<file path="src/common/amsr_pkg.sv">
package amsr_pkg;

    // Register byte offsets
    localparam logic [7:0] AMSR_CTRL_OFF = 8'h00;
    localparam logic [7:0] AMSR_ADDR_OFF = 8'h04;
    localparam logic [7:0] AMSR_WDLO_OFF = 8'h08;
    localparam logic [7:0] AMSR_WDHI_OFF = 8'h0c;
    localparam logic [7:0] AMSR_RDLO_OFF = 8'h10;
    localparam logic [7:0] AMSR_RDHI_OFF = 8'h14;
    localparam logic [7:0] AMSR_RTIM_OFF = 8'h18;
    localparam logic [7:0] AMSR_WTIM_OFF = 8'h1c;
    localparam logic [7:0] AMSR_CLKC_OFF = 8'h20;

    // Control register fields
    localparam int AMSR_CTRL_START = 0;
    localparam int AMSR_CTRL_WRITE = 1;
    localparam int AMSR_CTRL_BE_LSB = 8;
    localparam int AMSR_CTRL_BUSY = 16;
    localparam int AMSR_CTRL_DONE = 17;

    // Timing register fields, shared by read and write
    localparam int AMSR_SETUP_W = 4;
    localparam int AMSR_STROBE_W = 6;
    localparam int AMSR_HOLD_W = 3;
    localparam int AMSR_SETUP_LSB = 0;
    localparam int AMSR_STROBE_LSB = 4;
    localparam int AMSR_HOLD_LSB = 10;
    localparam int AMSR_CNT_W = 6;

    // Clock config fields
    localparam int AMSR_SRC_LSB = 0;
    localparam int AMSR_DIV_LSB = 4;
    localparam logic [1:0] AMSR_SRC_EXT = 2'h0;
    localparam logic [1:0] AMSR_SRC_CPU4 = 2'h1;
    localparam logic [1:0] AMSR_SRC_CPU6 = 2'h2;
    localparam logic [1:0] AMSR_DIV_1 = 2'h0;
    localparam logic [1:0] AMSR_DIV_2 = 2'h1;
    localparam logic [1:0] AMSR_DIV_4 = 2'h2;
    localparam logic [2:0] AMSR_HALF_CPU4 = 3'h2;
    localparam logic [2:0] AMSR_HALF_CPU6 = 3'h3;

    // Reset values
    localparam logic [12:0] AMSR_TIM_RST = 13'h1fff;
    localparam logic [5:0] AMSR_CLKC_RST = 6'h01;

    // Ready is looked at with this many strobe cycles left
    localparam logic [AMSR_CNT_W-1:0] AMSR_READY_POINT = 6'h02;
    localparam int AMSR_ADDR_W = 20;

    typedef enum logic [1:0] {
        AMSR_IDLE,
        AMSR_SETUP,
        AMSR_STROBE,
        AMSR_HOLD
    } amsr_phase_e;

endpackage

</file>
<file path="src/design/amsr_clkgen.sv">
`timescale 1ns/1ps
`default_nettype none
module amsr_clkgen
    import amsr_pkg::*;
(
    input wire logic clk_i,
    input wire logic rst_i,
    input wire logic ce_i,
    input wire logic external_port_clock_in_i,
    input wire logic [1:0] src_i,
    input wire logic [1:0] div_i,
    output logic full_o,
    output logic divided_o,
    output logic tick_o
);
    logic full_reg, full_next;
    logic div_reg, div_next;
    logic tick_reg, tick_next;
    logic [2:0] cnt_reg, cnt_next;
    logic ph_reg, ph_next;
    logic [2:0] half;

    always_comb begin
        half = (src_i == AMSR_SRC_CPU6) ? AMSR_HALF_CPU6 : AMSR_HALF_CPU4;
        cnt_next = cnt_reg;
        full_next = full_reg;
        if (src_i == AMSR_SRC_EXT) begin
            full_next = external_port_clock_in_i;
            cnt_next = 3'h0;
        end else if (cnt_reg + 3'h1 >= half) begin
            cnt_next = 3'h0;
            full_next = ~full_reg;
        end else begin
            cnt_next = cnt_reg + 3'h1;
        end
        tick_next = full_next & ~full_reg;
        div_next = div_reg;
        ph_next = ph_reg;
        // Divided clock follows the full clock at divide 1, toggles on each of its rising edges at 2 and on every second one at 4: equal halves
        case (div_i)
            AMSR_DIV_2: begin
                if (tick_next) begin
                    div_next = ~div_reg;
                end
            end
            AMSR_DIV_4: begin
                if (tick_next) begin
                    ph_next = ~ph_reg;
                    if (ph_reg) begin
                        div_next = ~div_reg;
                    end
                end
            end
            default: begin
                div_next = full_next;
            end
        endcase
    end

    always_ff @(posedge clk_i) begin
        if (rst_i) begin
            full_reg <= 1'b0;
            div_reg <= 1'b0;
            tick_reg <= 1'b0;
            cnt_reg <= 3'h0;
            ph_reg <= 1'b0;
        end else if (ce_i) begin
            full_reg <= full_next;
            div_reg <= div_next;
            tick_reg <= tick_next;
            cnt_reg <= cnt_next;
            ph_reg <= ph_next;
        end
    end

    assign full_o = full_reg;
    assign divided_o = div_reg;
    assign tick_o = tick_reg;
endmodule
`default_nettype wire

</file>
<file path="src/design/amsr_ctrl.sv">
// The register addresses and the Wishbone register port were chosen for this implementation.
`timescale 1ns/1ps
`default_nettype none
// Overview of operation
// - Ready input passes a two-flop synchroniser before any use.
// - Ready is looked at only two cycles before the programmed strobe end.
// - While sampled ready is low, strobe grows one memory clock at a time.
// - After ready low, strobe ends two cycles after ready is seen high.
// - Six separate setup, strobe, hold counts for reads and writes.
// - Read selects valid setup periods before and hold periods after strobe.
// - Write selects valid setup periods before and hold periods after strobe.
// - Wide port: select, eight byte enables, address 22:3, 64-bit data.
// - Narrow port: select, two byte enables, address 20:1, 16-bit data.
// - Same sequencer serves 64-bit and 16-bit instances.
// - Port clock from external input, CPU/4 or CPU/6.
// - Divided output clock is port clock over 1, 2 or 4, equal halves.
// - Strobes change only after rising edges of the memory clock.
// - Read data captured at the rising edge of the read strobe.
// - Shared control pins act as output enable and strobes only.
module amsr_ctrl
    import amsr_pkg::*;
#(
    parameter int DATA_W = 64
)
(
    input wire logic clk_i,
    input wire logic rst_i,
    input wire logic ce_i,
    input wire logic cyc_i,
    input wire logic stb_i,
    input wire logic we_i,
    input wire logic [7:0] adr_i,
    input wire logic [3:0] sel_i,
    input wire logic [31:0] dat_i,
    output logic [31:0] dat_o,
    output logic ack_o,
    input wire logic external_port_clock_in_i,
    input wire logic async_ready_in_i,
    input wire logic [DATA_W-1:0] memory_data_i,
    output logic [DATA_W-1:0] memory_data_o,
    output logic memory_data_oe_o,
    output logic chip_select_n_o,
    output logic [DATA_W/8-1:0] byte_lane_enable_n_o,
    output logic [AMSR_ADDR_W-1:0] word_address_o,
    output logic output_enable_n_o,
    output logic read_strobe_n_o,
    output logic write_strobe_n_o,
    output logic memory_clock_out_full_o,
    output logic memory_clock_out_divided_o
);
    localparam int BE_W = DATA_W / 8;

    // Byte-lane merge of a bus write into a register word
    function automatic logic [31:0] merge(input logic [31:0] old, input logic [31:0] wd,
                                          input logic [3:0] sel);
        logic [31:0] r;
        r = old;
        for (int i = 0; i < 4; i++) begin
            if (sel[i]) begin
                r[i*8 +: 8] = wd[i*8 +: 8];
            end
        end
        return r;
    endfunction

    // Bus register state
    logic ack_reg, ack_next;
    logic [31:0] dat_reg, dat_next;
    logic [AMSR_ADDR_W-1:0] addr_reg, addr_next;
    logic [63:0] wdata_reg, wdata_next;
    logic [63:0] rdata_reg, rdata_next;
    logic [12:0] rtim_reg, rtim_next;
    logic [12:0] wtim_reg, wtim_next;
    logic [5:0] clkc_reg, clkc_next;
    logic [7:0] be_n_reg, be_n_next;
    logic dir_reg, dir_next;
    logic done_reg, done_next;
    logic start_req;

    // Sequencer state
    amsr_phase_e phase_reg, phase_next;
    logic [AMSR_CNT_W-1:0] cnt_reg, cnt_next;
    logic acc_write_reg, acc_write_next;
    logic cs_n_reg, cs_n_next;
    logic oe_n_reg, oe_n_next;
    logic re_n_reg, re_n_next;
    logic we_n_reg, we_n_next;
    logic doe_reg, doe_next;
    logic rdy_meta_reg, rdy_sync_reg;
    logic finish;

    logic tick;
    logic clk_full, clk_div;
    logic wb_req, wb_wr;
    logic [12:0] tim;

    assign wb_req = cyc_i & stb_i & ~ack_reg;
    assign wb_wr = wb_req & we_i;
    assign start_req = wb_wr && adr_i == AMSR_CTRL_OFF && sel_i[0] && dat_i[AMSR_CTRL_START];

    amsr_clkgen u_clkgen (
        .clk_i(clk_i),
        .rst_i(rst_i),
        .ce_i(ce_i),
        .external_port_clock_in_i(external_port_clock_in_i),
        .src_i(clkc_reg[AMSR_SRC_LSB +: 2]),
        .div_i(clkc_reg[AMSR_DIV_LSB +: 2]),
        .full_o(clk_full),
        .divided_o(clk_div),
        .tick_o(tick)
    );

    // Register file and bus slave
    always_comb begin
        ack_next = wb_req;
        dat_next = dat_reg;
        addr_next = addr_reg;
        wdata_next = wdata_reg;
        rtim_next = rtim_reg;
        wtim_next = wtim_reg;
        clkc_next = clkc_reg;
        be_n_next = be_n_reg;
        dir_next = dir_reg;
        done_next = done_reg;
        if (wb_wr) begin
            case (adr_i)
                AMSR_CTRL_OFF: begin
                    if (phase_reg == AMSR_IDLE) begin
                        if (sel_i[0]) begin
                            dir_next = dat_i[AMSR_CTRL_WRITE];
                        end
                        if (sel_i[1]) begin
                            be_n_next = ~dat_i[AMSR_CTRL_BE_LSB +: 8];
                        end
                    end
                    if (sel_i[2] && dat_i[AMSR_CTRL_DONE]) begin
                        done_next = 1'b0;
                    end
                end
                AMSR_ADDR_OFF: addr_next = AMSR_ADDR_W'(merge({12'h000, addr_reg}, dat_i,
                                                 sel_i));
                AMSR_WDLO_OFF: wdata_next[31:0] = merge(wdata_reg[31:0], dat_i, sel_i);
                AMSR_WDHI_OFF: wdata_next[63:32] = merge(wdata_reg[63:32], dat_i, sel_i);
                AMSR_RTIM_OFF: rtim_next = 13'(merge({19'h00000, rtim_reg}, dat_i,
                                                 sel_i));
                AMSR_WTIM_OFF: wtim_next = 13'(merge({19'h00000, wtim_reg}, dat_i,
                                                 sel_i));
                AMSR_CLKC_OFF: clkc_next = 6'(merge({26'h0000000, clkc_reg}, dat_i,
                                                 sel_i));
                default: begin
                end
            endcase
        end
        if (wb_req && !we_i) begin
            case (adr_i)
                AMSR_CTRL_OFF: dat_next = {14'h0000, done_reg, phase_reg != AMSR_IDLE,
                                           ~be_n_reg, 6'h00, dir_reg, 1'b0};
                AMSR_ADDR_OFF: dat_next = {12'h000, addr_reg};
                AMSR_WDLO_OFF: dat_next = wdata_reg[31:0];
                AMSR_WDHI_OFF: dat_next = wdata_reg[63:32];
                AMSR_RDLO_OFF: dat_next = rdata_reg[31:0];
                AMSR_RDHI_OFF: dat_next = rdata_reg[63:32];
                AMSR_RTIM_OFF: dat_next = {19'h00000, rtim_reg};
                AMSR_WTIM_OFF: dat_next = {19'h00000, wtim_reg};
                AMSR_CLKC_OFF: dat_next = {26'h0000000, clkc_reg};
                default: dat_next = 32'h00000000;
            endcase
        end
        // Completion beats a clear in the same cycle
        if (finish) begin
            done_next = 1'b1;
        end
    end

    always_ff @(posedge clk_i) begin
        if (rst_i) begin
            ack_reg <= 1'b0;
            dat_reg <= 32'h00000000;
            addr_reg <= '0;
            wdata_reg <= 64'h0000000000000000;
            rtim_reg <= AMSR_TIM_RST;
            wtim_reg <= AMSR_TIM_RST;
            clkc_reg <= AMSR_CLKC_RST;
            be_n_reg <= 8'h00;
            dir_reg <= 1'b0;
            done_reg <= 1'b0;
        end else if (ce_i) begin
            ack_reg <= ack_next;
            dat_reg <= dat_next;
            addr_reg <= addr_next;
            wdata_reg <= wdata_next;
            rtim_reg <= rtim_next;
            wtim_reg <= wtim_next;
            clkc_reg <= clkc_next;
            be_n_reg <= be_n_next;
            dir_reg <= dir_next;
            done_reg <= done_next;
        end
    end

    // Ready synchroniser
    always_ff @(posedge clk_i) begin
        if (rst_i) begin
            rdy_meta_reg <= 1'b1;
            rdy_sync_reg <= 1'b1;
        end else if (ce_i) begin
            rdy_meta_reg <= async_ready_in_i;
            rdy_sync_reg <= rdy_meta_reg;
        end
    end

    // Cycle sequencer, advanced only on memory clock rising edges
    always_comb begin
        tim = acc_write_reg ? wtim_reg : rtim_reg;
        phase_next = phase_reg;
        cnt_next = cnt_reg;
        acc_write_next = acc_write_reg;
        cs_n_next = cs_n_reg;
        oe_n_next = oe_n_reg;
        re_n_next = re_n_reg;
        we_n_next = we_n_reg;
        doe_next = doe_reg;
        rdata_next = rdata_reg;
        finish = 1'b0;
        case (phase_reg)
            AMSR_IDLE: begin
                // Start is taken only in a cycle with a clock edge, so setup is whole periods
                if (start_req && tick) begin
                    acc_write_next = dat_i[AMSR_CTRL_WRITE];
                    phase_next = AMSR_SETUP;
                    cnt_next = AMSR_CNT_W'(dat_i[AMSR_CTRL_WRITE] ?
                        wtim_reg[AMSR_SETUP_LSB +: AMSR_SETUP_W] :
                        rtim_reg[AMSR_SETUP_LSB +: AMSR_SETUP_W]);
                    cs_n_next = 1'b0;
                    oe_n_next = dat_i[AMSR_CTRL_WRITE];
                    doe_next = dat_i[AMSR_CTRL_WRITE];
                end
            end
            AMSR_SETUP: begin
                if (tick) begin
                    if (cnt_reg <= AMSR_CNT_W'(1)) begin
                        phase_next = AMSR_STROBE;
                        cnt_next = tim[AMSR_STROBE_LSB +: AMSR_STROBE_W];
                        re_n_next = acc_write_reg;
                        we_n_next = ~acc_write_reg;
                    end else begin
                        cnt_next = cnt_reg - AMSR_CNT_W'(1);
                    end
                end
            end
            AMSR_STROBE: begin
                if (tick) begin
                    if (cnt_reg - AMSR_CNT_W'(1) == AMSR_READY_POINT && !rdy_sync_reg) begin
                        cnt_next = cnt_reg;
                    end else if (cnt_reg <= AMSR_CNT_W'(1)) begin
                        phase_next = AMSR_HOLD;
                        cnt_next = AMSR_CNT_W'(tim[AMSR_HOLD_LSB +: AMSR_HOLD_W]);
                        re_n_next = 1'b1;
                        we_n_next = 1'b1;
                        if (!acc_write_reg) begin
                            rdata_next = 64'(memory_data_i);
                        end
                    end else begin
                        cnt_next = cnt_reg - AMSR_CNT_W'(1);
                    end
                end
            end
            AMSR_HOLD: begin
                if (tick) begin
                    if (cnt_reg <= AMSR_CNT_W'(1)) begin
                        phase_next = AMSR_IDLE;
                        cs_n_next = 1'b1;
                        oe_n_next = 1'b1;
                        doe_next = 1'b0;
                        finish = 1'b1;
                    end else begin
                        cnt_next = cnt_reg - AMSR_CNT_W'(1);
                    end
                end
            end
            default: begin
                phase_next = AMSR_IDLE;
            end
        endcase
    end

    always_ff @(posedge clk_i) begin
        if (rst_i) begin
            phase_reg <= AMSR_IDLE;
            cnt_reg <= '0;
            acc_write_reg <= 1'b0;
            cs_n_reg <= 1'b1;
            oe_n_reg <= 1'b1;
            re_n_reg <= 1'b1;
            we_n_reg <= 1'b1;
            doe_reg <= 1'b0;
            rdata_reg <= 64'h0000000000000000;
        end else if (ce_i) begin
            phase_reg <= phase_next;
            cnt_reg <= cnt_next;
            acc_write_reg <= acc_write_next;
            cs_n_reg <= cs_n_next;
            oe_n_reg <= oe_n_next;
            re_n_reg <= re_n_next;
            we_n_reg <= we_n_next;
            doe_reg <= doe_next;
            rdata_reg <= rdata_next;
        end
    end

    // Port-width slices of the register values
    assign dat_o = dat_reg;
    assign ack_o = ack_reg;
    assign memory_data_o = wdata_reg[DATA_W-1:0];
    assign memory_data_oe_o = doe_reg;
    assign chip_select_n_o = cs_n_reg;
    assign byte_lane_enable_n_o = be_n_reg[BE_W-1:0];
    assign word_address_o = addr_reg;
    assign output_enable_n_o = oe_n_reg;
    assign read_strobe_n_o = re_n_reg;
    assign write_strobe_n_o = we_n_reg;
    assign memory_clock_out_full_o = clk_full;
    assign memory_clock_out_divided_o = clk_div;
endmodule
`default_nettype wire

</file>
<file path="config.mk">
export PLATFORM = sky130hd
export DESIGN_NAME = amsr_ctrl
export DESIGN_NICKNAME = d
export VERILOG_FILES = /design/src/common/amsr_pkg.sv /design/src/design/amsr_clkgen.sv /design/src/design/amsr_ctrl.sv
export SDC_FILE = /design/constraint.sdc
export NUM_CORES = 1
export LEC_CHECK = 0
export BUFFER_PORTS_ARGS = -buffer_cell sky130_fd_sc_hd__buf_4
export CAP_MARGIN = 20
export CORE_ASPECT_RATIO = 0.9
export CORE_MARGIN = 4
export CORE_UTILIZATION = 40
export CTS_CLUSTER_SIZE = 28
export DETAILED_ROUTE_END_ITERATION = 16
export PLACE_DENSITY = 0.66
export SYNTH_ARGS = -nofsm -noshare
export SYNTH_HDL_FRONTEND = slang
export SYNTH_SLANG_ARGS = --single-unit
</file>
<file path="constraint.sdc">
create_clock -name clk_i -period 5.2 [get_ports clk_i]
set_input_delay 0.52 -clock clk_i [delete_from_list [all_inputs] [get_ports clk_i]]
set_output_delay 0.52 -clock clk_i [all_outputs]
set_load 0.01 [all_outputs]
</file>
==> results of run 1 <==
==> cell type report <==
type	instances	area, µm²	area share [%]
Tap cell	360	450.4	3.053
Inverter	16	60.06	0.4071
Antenna cell	1	2.502	0.01696
Sequential cell	246	4925	33.38
Clock inverter	15	230.2	1.561
Multi-Input combinational cell	959	6285	42.60
Clock buffer	36	802.0	5.436
Timing Repair Buffer	264	1998	13.54
==> cell usage after synthesis, types with 7 or more instances <==
cell type and instances:
a21o_1 15, ha_1 11, mux2_2 19, mux2i_1 97
a222oi_1 12, nor2_1 61, inv_1 16, dfxtp_1 246
nor2b_1 37, nand4_1 7, clkbuf_1 75, nand2b_1 138
nand2_1 128, nand3_1 14, a211oi_1 12, buf_2 11
a211o_1 29, o21ai_0 109, a21oi_1 115, a22oi_1 16
nor3_1 12, o22ai_1 12, a221oi_1 12
==> report_power, final <==
group	switching (µW)	internal, µW
Clock	811	1380
Combinational	144	115
Sequential	7.10	1890
==> critical path, delay by kind of cell, from the launching register on <==
kind	cells	cell delay, ns
buffers and inverters	2	0.53
multiplexers	1	0.26
AND/OR/NAND/NOR	2	0.61
flip-flops	1	0.38
AO/OA/AOI/OAI	2	0.66
adder cells (fa/ha/maj)	1	0.32
==> per-stage QoR <==
step	utilization [%]	hold WS, ns
2_1_floorplan	-	0.4314
3_3_place_gp	48.47	0.4409
3_5_place_dp	48.47	0.4436
4_1_cts	52.12	0.1892
5_1_grt	52.13	0.1951
6_report	52.13	0.2030
==> worst min-delay path by stage <==
stage / cells past startpoint / endpoint / from / slack [ns]
after global routing: 2 / rdy_meta_reg / async_ready_in_i / 0.20
after floorplan: 1 / rdy_sync_reg / rdy_meta_reg / 0.43
after global placement: 2 / dat_o[6] / dat_o[6] / 0.44
after detailed placement: 1 / dat_o[23] / dat_o[23] / 0.44
after CTS: 2 / rdy_meta_reg / async_ready_in_i / 0.19
final: 2 / rdy_meta_reg / async_ready_in_i / 0.20
==> cells in the final DEF, fill, tap and decap left out, types with 14 or more instances in the layout <==
master	instances
a211o_1	29
a21o_1	15
a21oi_1	115
a22oi_1	16
buf_4	262
clkbuf_16	29
dfxtp_1	246
inv_1	16
mux2_2	19
mux2i_1	97
nand2_1	128
nand2b_1	138
nand3_1	14
nor2_1	60
nor2b_1	37
o21ai_0	109
==> kinds of logic after synthesis <==
kind of cell | after synthesis
buf+inv | 112
flops | 246
fa+ha+maj | 11
xor+xnor | 4
mux | 121
simple gates | 441
compound gates | 382
==> per-layer routing <==
layer / GRT usage (%) / part of all wire (%) / vias up / routed length (µm)
met5: 0 / 0 / - / 0
met2: 37.93 / 44 / 483 / 17870
met1: 33.75 / 45 / 5206 / 18140
li1: - / - / 5096 / -
met4: 6.414 / 2.6 / 0 / 1047
met3: 5.353 / 8.9 / 60 / 3608
==> reports/metrics.yaml, run 1 <==
run_status:
  outcome: "finished clean"
routing:
  drt-initial-drc-count: 876
  first_pass_iters: 5
  post_drt_wl_per_cell_um: 21.44
  routed_wirelength_um: 40670
  postRouteAntennaNets: 0
  route.vias.total: 10845
  drc_errors: 0
  vias_per_cell: 5.717
clock_tree:
  cts_resized: 0
  cts_made_buffers: 28
  htreeDepth: 1
  cts_buffer_depth: 3
  cts_hold_buffers: 0
  cts-root-buf: "clkbuf_16"
  tritoncts: "yes"
  post_cts_buffers: 0
  clkSinkCount: 246
  clock_latency_ns: 0.54
  clkTransAtPathRegs_ns: 0.07
synthesis:
  synth_compound_area_share_pct: 20.93
  synth_top_area_cell: "dfxtp_1"
  synth_adder_area_share_pct: 1.183
  syn_area_per_cell_um2: 8.836
  syn_area_um2: 11640
  synth_edf_count: 0
  yosysWarnings: 0
  synth_top_family_by_area: "compound AO/OA/AOI/OAI gates"
  ys_ff_latch: 246
  synthesis.instances: 1317
  netlist-cell-type-count: 72
  syn-num-nets: 1444
  muxShareOfSynthArea_pct: 11.15
  ys_async_sr_fraction_pct: 0
  synthXorXnorAreaFrac_pct: 0.3010
  yosys.area_share.simple_pct: 20.19
  netlist_top_cells_area: "dfxtp_1, mux2i_1, nand2b_1"
  yosysTopAreaCellShare_pct: 42.32
  seq_area_frac_synth_pct: 42.32
  synth_ff_type: "dfxtp_1"
place:
  place_inst: 1845
  dp_slack_ns: 2.159
  port_buffers: 247
  hpwl_um: 28350
  routabilityCongestion: 0.9269
  dpl_cell_area_um2: 13720
grt:
  overflow: 0
  first_global_vias: 10415
  grt_max_degree: 90
  grt_usage_pct: 24.11
  antenna_found_initial: 1
  grt_pass1_wl_um: 61710
floorplanning:
  fp-row-count: 58
  fp.dieH_um: 169.8
  die_area_um2: 31890
  die_w_um: 187.8
  initial_core_util_pct: 41.12
  io_pins: 248
  core_um2: 28300
finish:
  fill_cells: 2632
  final_cells: 1897
  final_area_um2: 14750
  syn2layout_area_growth_pct: 26.77
  drive_gt1_share_pct: 23.63
  fin_nets: 1642
power:
  ir_drop_mv: 0.2264
  power.total_uw: 4348
  power_density_nw_per_um2: 294.8
  leakage_uw: 0.005509
worst_setup_path:
  crit_fanout: 64
  critPathArrivalTime_ns: 3.44
  rr_worst_depth: 8
  slowest_delay_ns: 0.47
  cp-startpoint: "cnt_reg[0]"
  crit_end: "rdata_reg[3]"
  r2r-start: "cnt_reg[0]"
  critPathKind: "register to register"
  reg2reg_to: "rdata_reg[3]"
  path_cells: "inv_1, ha_1, o21ba_2, and2_1, nand3_1, a2111oi_2, buf_12, mux2i_1"
  crit_path_end_kind: "register"
  cp-start-kind: "register"
  critPathRequiredTime_ns: 5.66
  reg2reg_slack_ns: 2.21
  crit_slowest_cell: "a2111oi_2"
timing:
  drv_slew: 0
  rsz0062_at_grt: "no"
  max_freq_mhz: 334.9
  timing.final.ws_setup_ns: 2.214
  clock_skew_ns: 0.01398
  hold_viol: 0
  tightestPinTransition_ns: 1.066
  finalSetupViolCount: 0
  period_minus_slack_ns: 2.986
  finalCritPeriodShare_pct: 57.42
  slew_headroom_pct: 28.36
  tns_ns: 0
flow_run:
  drv_cap: 0
min_path:
  hold_path_class: "input pin to register"
(Power assumes the default switching activity.)
==> inputs of run 2 (changes only) <==
==> constraint.sdc (replaced) <==
create_clock -name clk_i -period 2.9 [get_ports clk_i]
set_input_delay 0.29 -clock clk_i [delete_from_list [all_inputs] [get_ports clk_i]]
set_output_delay 0.29 -clock clk_i [all_outputs]
set_load 0.01 [all_outputs]
==> run 2 against run 1 <==
  * First-iteration DRC count is 17% higher
  * Via count is 1.3% higher
  * Die area stayed put
  * Largest power group unchanged
==> reports/metrics.yaml, run 2 (same netlist as run 1, synthesis figures left out) <==
floorplanning:
  die_area_um2: 31890
  io_pins: 248
  fp-row-count: 58
  die_w_um: 187.8
  initial_core_util_pct: 41.12
  fp.dieH_um: 169.8
  core_um2: 28300
finish:
  final_cell_mix: "buf_4, dfxtp_1, nand2b_1, nand2_1, a21oi_1"
  multi_input_comb_area_um2: 6285
  final_area_um2: 14920
  drive_gt1_share_pct: 24.28
  final_cells: 1929
  fill_cells: 2613
  seq_area_um2: 4925
  final_common_cell: "buf_4"
  syn2layout_area_growth_pct: 28.17
  fin_nets: 1677
  diodes: 0
timing:
  slew_headroom_pct: 47.24
  hold_viol: 0
  finalSetupViolCount: 0
  timing.final.ws_setup_ns: 0.3268
  max_freq_mhz: 388.6
  drv_slew: 0
  clock_skew_ns: 0.01796
  tightestPinTransition_ns: 0.7804
  holdWs_ns: 0.01342
  finalCritPeriodShare_pct: 88.73
  tns_ns: 0
  period_minus_slack_ns: 2.573
  rsz0062_at_grt: "no"
worst_setup_path:
  critPathTopFamily: "compound AO/OA/AOI/OAI gates"
  cp-start-kind: "register"
  crit_slowest_cell: "a2111oi_2"
  rr_worst_depth: 9
  crit_path_end_kind: "register"
  critPathRequiredTime_ns: 3.35
  critical_path_buf_inv_count: 3
  critPathArrivalTime_ns: 3.03
  slowest_delay_ns: 0.55
  path_cells: "inv_1, ha_1, o21ba_2, and2_1, nand3_1, a2111oi_2, buf_4, buf_12, mux2i_1"
  reg2reg_slack_ns: 0.33
  critPathKind: "register to register"
  crit_fanout: 21
  r2r-start: "cnt_reg[0]"
  reg2reg_to: "rdata_reg[51]"
  cp-startpoint: "cnt_reg[0]"
grt:
  antenna_found_initial: 1
  grt_pass1_wl_um: 62180
  first_global_vias: 10615
  grt_usage_pct: 24.30
  overflow: 0
  grt_max_degree: 82
place:
  hpwl_um: 29580
  dpl_cell_area_um2: 13960
  port_buffers: 247
  routabilityCongestion: 0.9101
  place_inst: 1874
  dp_slack_ns: 0.3899
power:
  power_density_nw_per_um2: 491.9
  ir_drop_mv: 0.4307
  leakage_uw: 0.005618
routing:
  vias_per_cell: 5.698
  met1_length_um: 18080
  drt-initial-drc-count: 1028
  routed_wirelength_um: 40930
  wl_met3_um: 4042
  met2_length_um: 17840
  postRouteAntennaNets: 0
  route.vias.total: 10991
  first_pass_iters: 5
  drc_errors: 0
  maxUsedRoutingLayer: "met5"
  post_drt_wl_per_cell_um: 21.22
min_path:
  holdPathStages: 3
  min_to: "memory_data_o[57]"
  min_from: "dat_i[25]"
  hold_path_class: "input pin to register"
run_status:
  outcome: "finished clean"
clock_tree:
  clkTransAtPathRegs_ns: 0.06
  tritoncts: "yes"
  clkSinkCount: 246
  cts_resized: 0
  cts_buffer_depth: 3
  cts-root-buf: "clkbuf_16"
  cts_made_buffers: 26
  htreeDepth: 1
  clock_latency_ns: 0.54
flow_run:
  drv_cap: 0
[run 2: changes by cell type in the layout (fill, tap and decap cells not counted), moves of 2 or more]
cell and change:
buf_12 +2, clkinv_2 -4, buf_4 +27, dlygate4sd3_1 +8, clkinvlp_4 -2, clkbuf_16 -3, bufinv_16 -3, clkbuf_1 +7
[run 2: per-layer routing]
layer / GRT usage [%] / vias up
li1: - / 5172
met2: 38.18 / 545
met4: 5.743 / 2
met5: 0 / -
met3: 6.604 / 73
met1: 33.60 / 5199
[run 2: cell type report]
| cell class | count | share of cell area (%) |
|---|---|---|
| clock inverter | 7 | 0.8137 |
| sequential | 246 | 33.02 |
| clock buffer | 40 | 5.050 |
| inverter | 16 | 0.4026 |
| multi-input combinational | 959 | 42.14 |
| tap | 360 | 3.020 |
| timing repair buffer | 301 | 15.56 |
[run 2: per-stage QoR]
stage	util (%)	total power, µW
after floorplan	-	3699
after global placement	49.33	3945
after detailed placement	49.33	3947
after CTS	52.70	7370
after global routing	52.70	7546
final	52.70	7337
[run 2: worst register-to-register path, stage by stage (launching register included)]
cell and delay, ns:
dfxtp_1 0.39, inv_1 0.13, ha_1 0.32, o21ba_2 0.19, and2_1 0.14, nand3_1 0.11, a2111oi_2 0.55, buf_4 0.25
buf_12 0.20, mux2i_1 0.22
[run 2: how the worst max path moves through the flow]
stage                     cells past startpoint       endpoint  slack (ns)
after floorplan                               8     cnt_reg[2]        0.75
after global placement                        9  rdata_reg[52]        0.39
after detailed placement                      9  rdata_reg[51]        0.39
after CTS                                     9  rdata_reg[51]        0.35
after global routing                          9  rdata_reg[22]        0.09
final                                         9  rdata_reg[51]        0.33
[run 2: repair_timing]
item	4_1_cts	5_1_grt
buffers inserted	0	0
hold buffers	8	0
endpoints found under the hold margin	9	0
[run 2: where the power goes]
part	internal [µW]	switching, µW
Combinational	218	266
Clock	2050	1400
Sequential	3390	12.2
==> inputs of run 3 (changes only) <==
--- a/config.mk
+++ b/config.mk
@@ -9,10 +9,11 @@
 export CAP_MARGIN = 20
 export CORE_ASPECT_RATIO = 0.9
 export CORE_MARGIN = 4
-export CORE_UTILIZATION = 40
+export CORE_UTILIZATION = 55
 export CTS_CLUSTER_SIZE = 28
 export DETAILED_ROUTE_END_ITERATION = 16
-export PLACE_DENSITY = 0.66
+export PLACE_DENSITY = 0.84
+export RECOVER_POWER = 50
 export SYNTH_ARGS = -nofsm -noshare
 export SYNTH_HDL_FRONTEND = slang
 export SYNTH_SLANG_ARGS = --single-unit
==> constraint.sdc (replaced) <==
create_clock -name clk_i -period 2.8 [get_ports clk_i]
set_input_delay 0.28 -clock clk_i [delete_from_list [all_inputs] [get_ports clk_i]]
set_output_delay 0.28 -clock clk_i [all_outputs]
set_load 0.01 [all_outputs]
==> run 3 against run 2 <==
  * The flow now finishes with violations (capacitance limit, slew limit)
  * Utilization rose by 15 points
  * Sequential share of layout area rose by 1.9 points
  * Clock skew fell by 0.0059 ns
  * Critical path type is now input pin to register
==> reports/metrics.yaml, run 3 (same netlist as run 1, synthesis figures left out) <==
clock_tree:
  htreeDepth: 1
  tritoncts: "yes"
  post_cts_buffers: 0
  clock_latency_ns: 0.52
  clkSinkCount: 246
  cts_made_buffers: 25
  cts-root-buf: "clkbuf_16"
  clkTransAtPathRegs_ns: 0.06
  cts_buffer_depth: 3
finish:
  seq_area_um2: 4925
  final_common_cell: "dfxtp_1"
  drive_gt1_share_pct: 15.28
  multi_input_comb_area_um2: 6277
  final_cell_mix: "dfxtp_1, buf_4, clkbuf_1, nand2b_1, nand2_1"
  syn2layout_area_growth_pct: 21.30
  fill_cells: 1777
  fin_nets: 1669
  diodes: 0
worst_setup_path:
  critPathArrivalTime_ns: 3.14
  cp-start-kind: "input pin"
  crit_slowest_cell: "clkbuf_1"
  crit_path_end_kind: "register"
  critPathRequiredTime_ns: 3.26
  slowest_delay_ns: 1.08
  critPathKind: "input pin to register"
  crit_fanout: 22
  path_cells: "buf_4, or4_1, nor3_1, clkbuf_1, a222oi_1, a21oi_1, a21o_1"
min_path:
  hold_path_class: "input pin to register"
routing:
  drc_errors: 0
  maxUsedRoutingLayer: "met4"
  drt-initial-drc-count: 1327
  vias_per_cell: 6.187
  post_drt_wl_per_cell_um: 21.18
  postRouteAntennaNets: 0
  met2_length_um: 16890
  routed_wirelength_um: 39050
  first_pass_iters: 9
  route.vias.total: 11408
  wl_met3_um: 4299
  met1_length_um: 15850
power:
  p_sw_uw: 1634
  p_clk_share_pct: 44.3
  p_seq_share_pct: 48.9
  leakage_uw: 0.004962
  comb_power_share_pct: 6.8
  internal_power_uw: 5557
  switching_share_pct: 22.72
  power_density_nw_per_um2: 509.4
  ir_drop_mv: 0.3460
run_status:
  violations: "capacitance limit, slew limit"
  outcome: "finished, violations left"
grt:
  overflow: 0
  antenna_found_initial: 1
  grt_pass1_wl_um: 60690
  grt_max_degree: 94
  grt_usage_pct: 31.72
  first_global_vias: 11048
place:
  port_buffers: 247
  routabilityCongestion: 0.9655
  hpwl_um: 27890
  dp_slack_ns: 0.2922
timing:
  tightestPinTransition_ns: 2.106
  finalSetupViolCount: 0
  hold_viol: 0
  timing.final.ws_setup_ns: 0.1172
  rsz0062_at_grt: "no"
  period_minus_slack_ns: 2.683
  drv_slew: 133
  clock_skew_ns: 0.01208
  tns_ns: 0
  slew_headroom_pct: -40.40
  max_freq_mhz: 372.7
  finalCritPeriodShare_pct: 95.81
floorplanning:
  fp-row-count: 50
  fp.dieH_um: 146.0
  core_um2: 20830
  io_pins: 248
  die_area_um2: 23550
  initial_core_util_pct: 55.86
  die_w_um: 161.3
flow_run:
  drv_cap: 2
-- run 3: changes by cell type in the layout (fill, tap and decap cells not counted), moves of 2 or more --
cell and delta:
dlygate4sd3_1 -6, clkbuf_1 +135, clkbuf_8 +2, bufinv_16 -3, clkbuf_2 +2, buf_4 -139
-- run 3: layout make-up --
class | instances | share of cell area, %
clock buffer | 39 | 5.300
inverter | 16 | 0.4255
multi-input combinational | 959 | 44.47
sequential | 246 | 34.89
timing repair buffer | 294 | 12.20
tap | 286 | 2.535
clock inverter | 4 | 0.1861
-- run 3: power by group through the flow --
stage               clock, µW  sequential, µW  combinational [µW]
global placement            0            3600                 472
finish                   3180            3520                 488
detailed placement          0            3600                 478
floorplan                   0            3600                 234
global route             3360            3520                 519
CTS                      3210            3520                 483
-- run 3: path summary, 6_finish.rpt --
path	start	end	slack, ns	depth (start not counted)
hold reg to reg	dat_o[1]	dat_o[1]	0.45	1
hold / removal	dat_i[10]	byte_lane_enable_n_o[2]	0.02	2
setup reg to reg	cnt_reg[0]	rdata_reg[21]	0.24	9
setup / recovery	adr_i[1]	dat_o[27]	0.12	7
-- run 3: repair_timing --
item                       in CTS  in global routing
hold endpoints to repair        2                  0
hold buffers                    2                  0
setup endpoints to repair       0                  0
resized for setup               0                  0
-- run 3: per-stage QoR --
step                      power (µW)  hold WS [ns]  instance area [µm²]  utilization, %  std cells
final                           7191       0.02079                14120           67.76       1844
after floorplan                 3831        0.3756                11640               -       1317
after global routing            7394       0.01387                14120           67.76       1844
after global placement          4069        0.4363                13850           66.47       1799
after CTS                       7214      0.001180                14640           70.29       1844
after detailed placement        4075        0.4429                13850           66.47       1799
-- run 3: worst max-delay path: cells and delay by family --
kind / cells / cell delay (ns)
AO/OA/AOI/OAI: 3 / 0.72
AND/OR/NAND/NOR: 2 / 0.91
buffers and inverters: 2 / 1.23
-- run 3: layer usage --
metal / global-route usage, % / vias up
met5: 0 / -
met4: 14.46 / 0
met3: 7.193 / 145
met2: 48.70 / 741
met1: 42.69 / 5373
li1: - / 5149
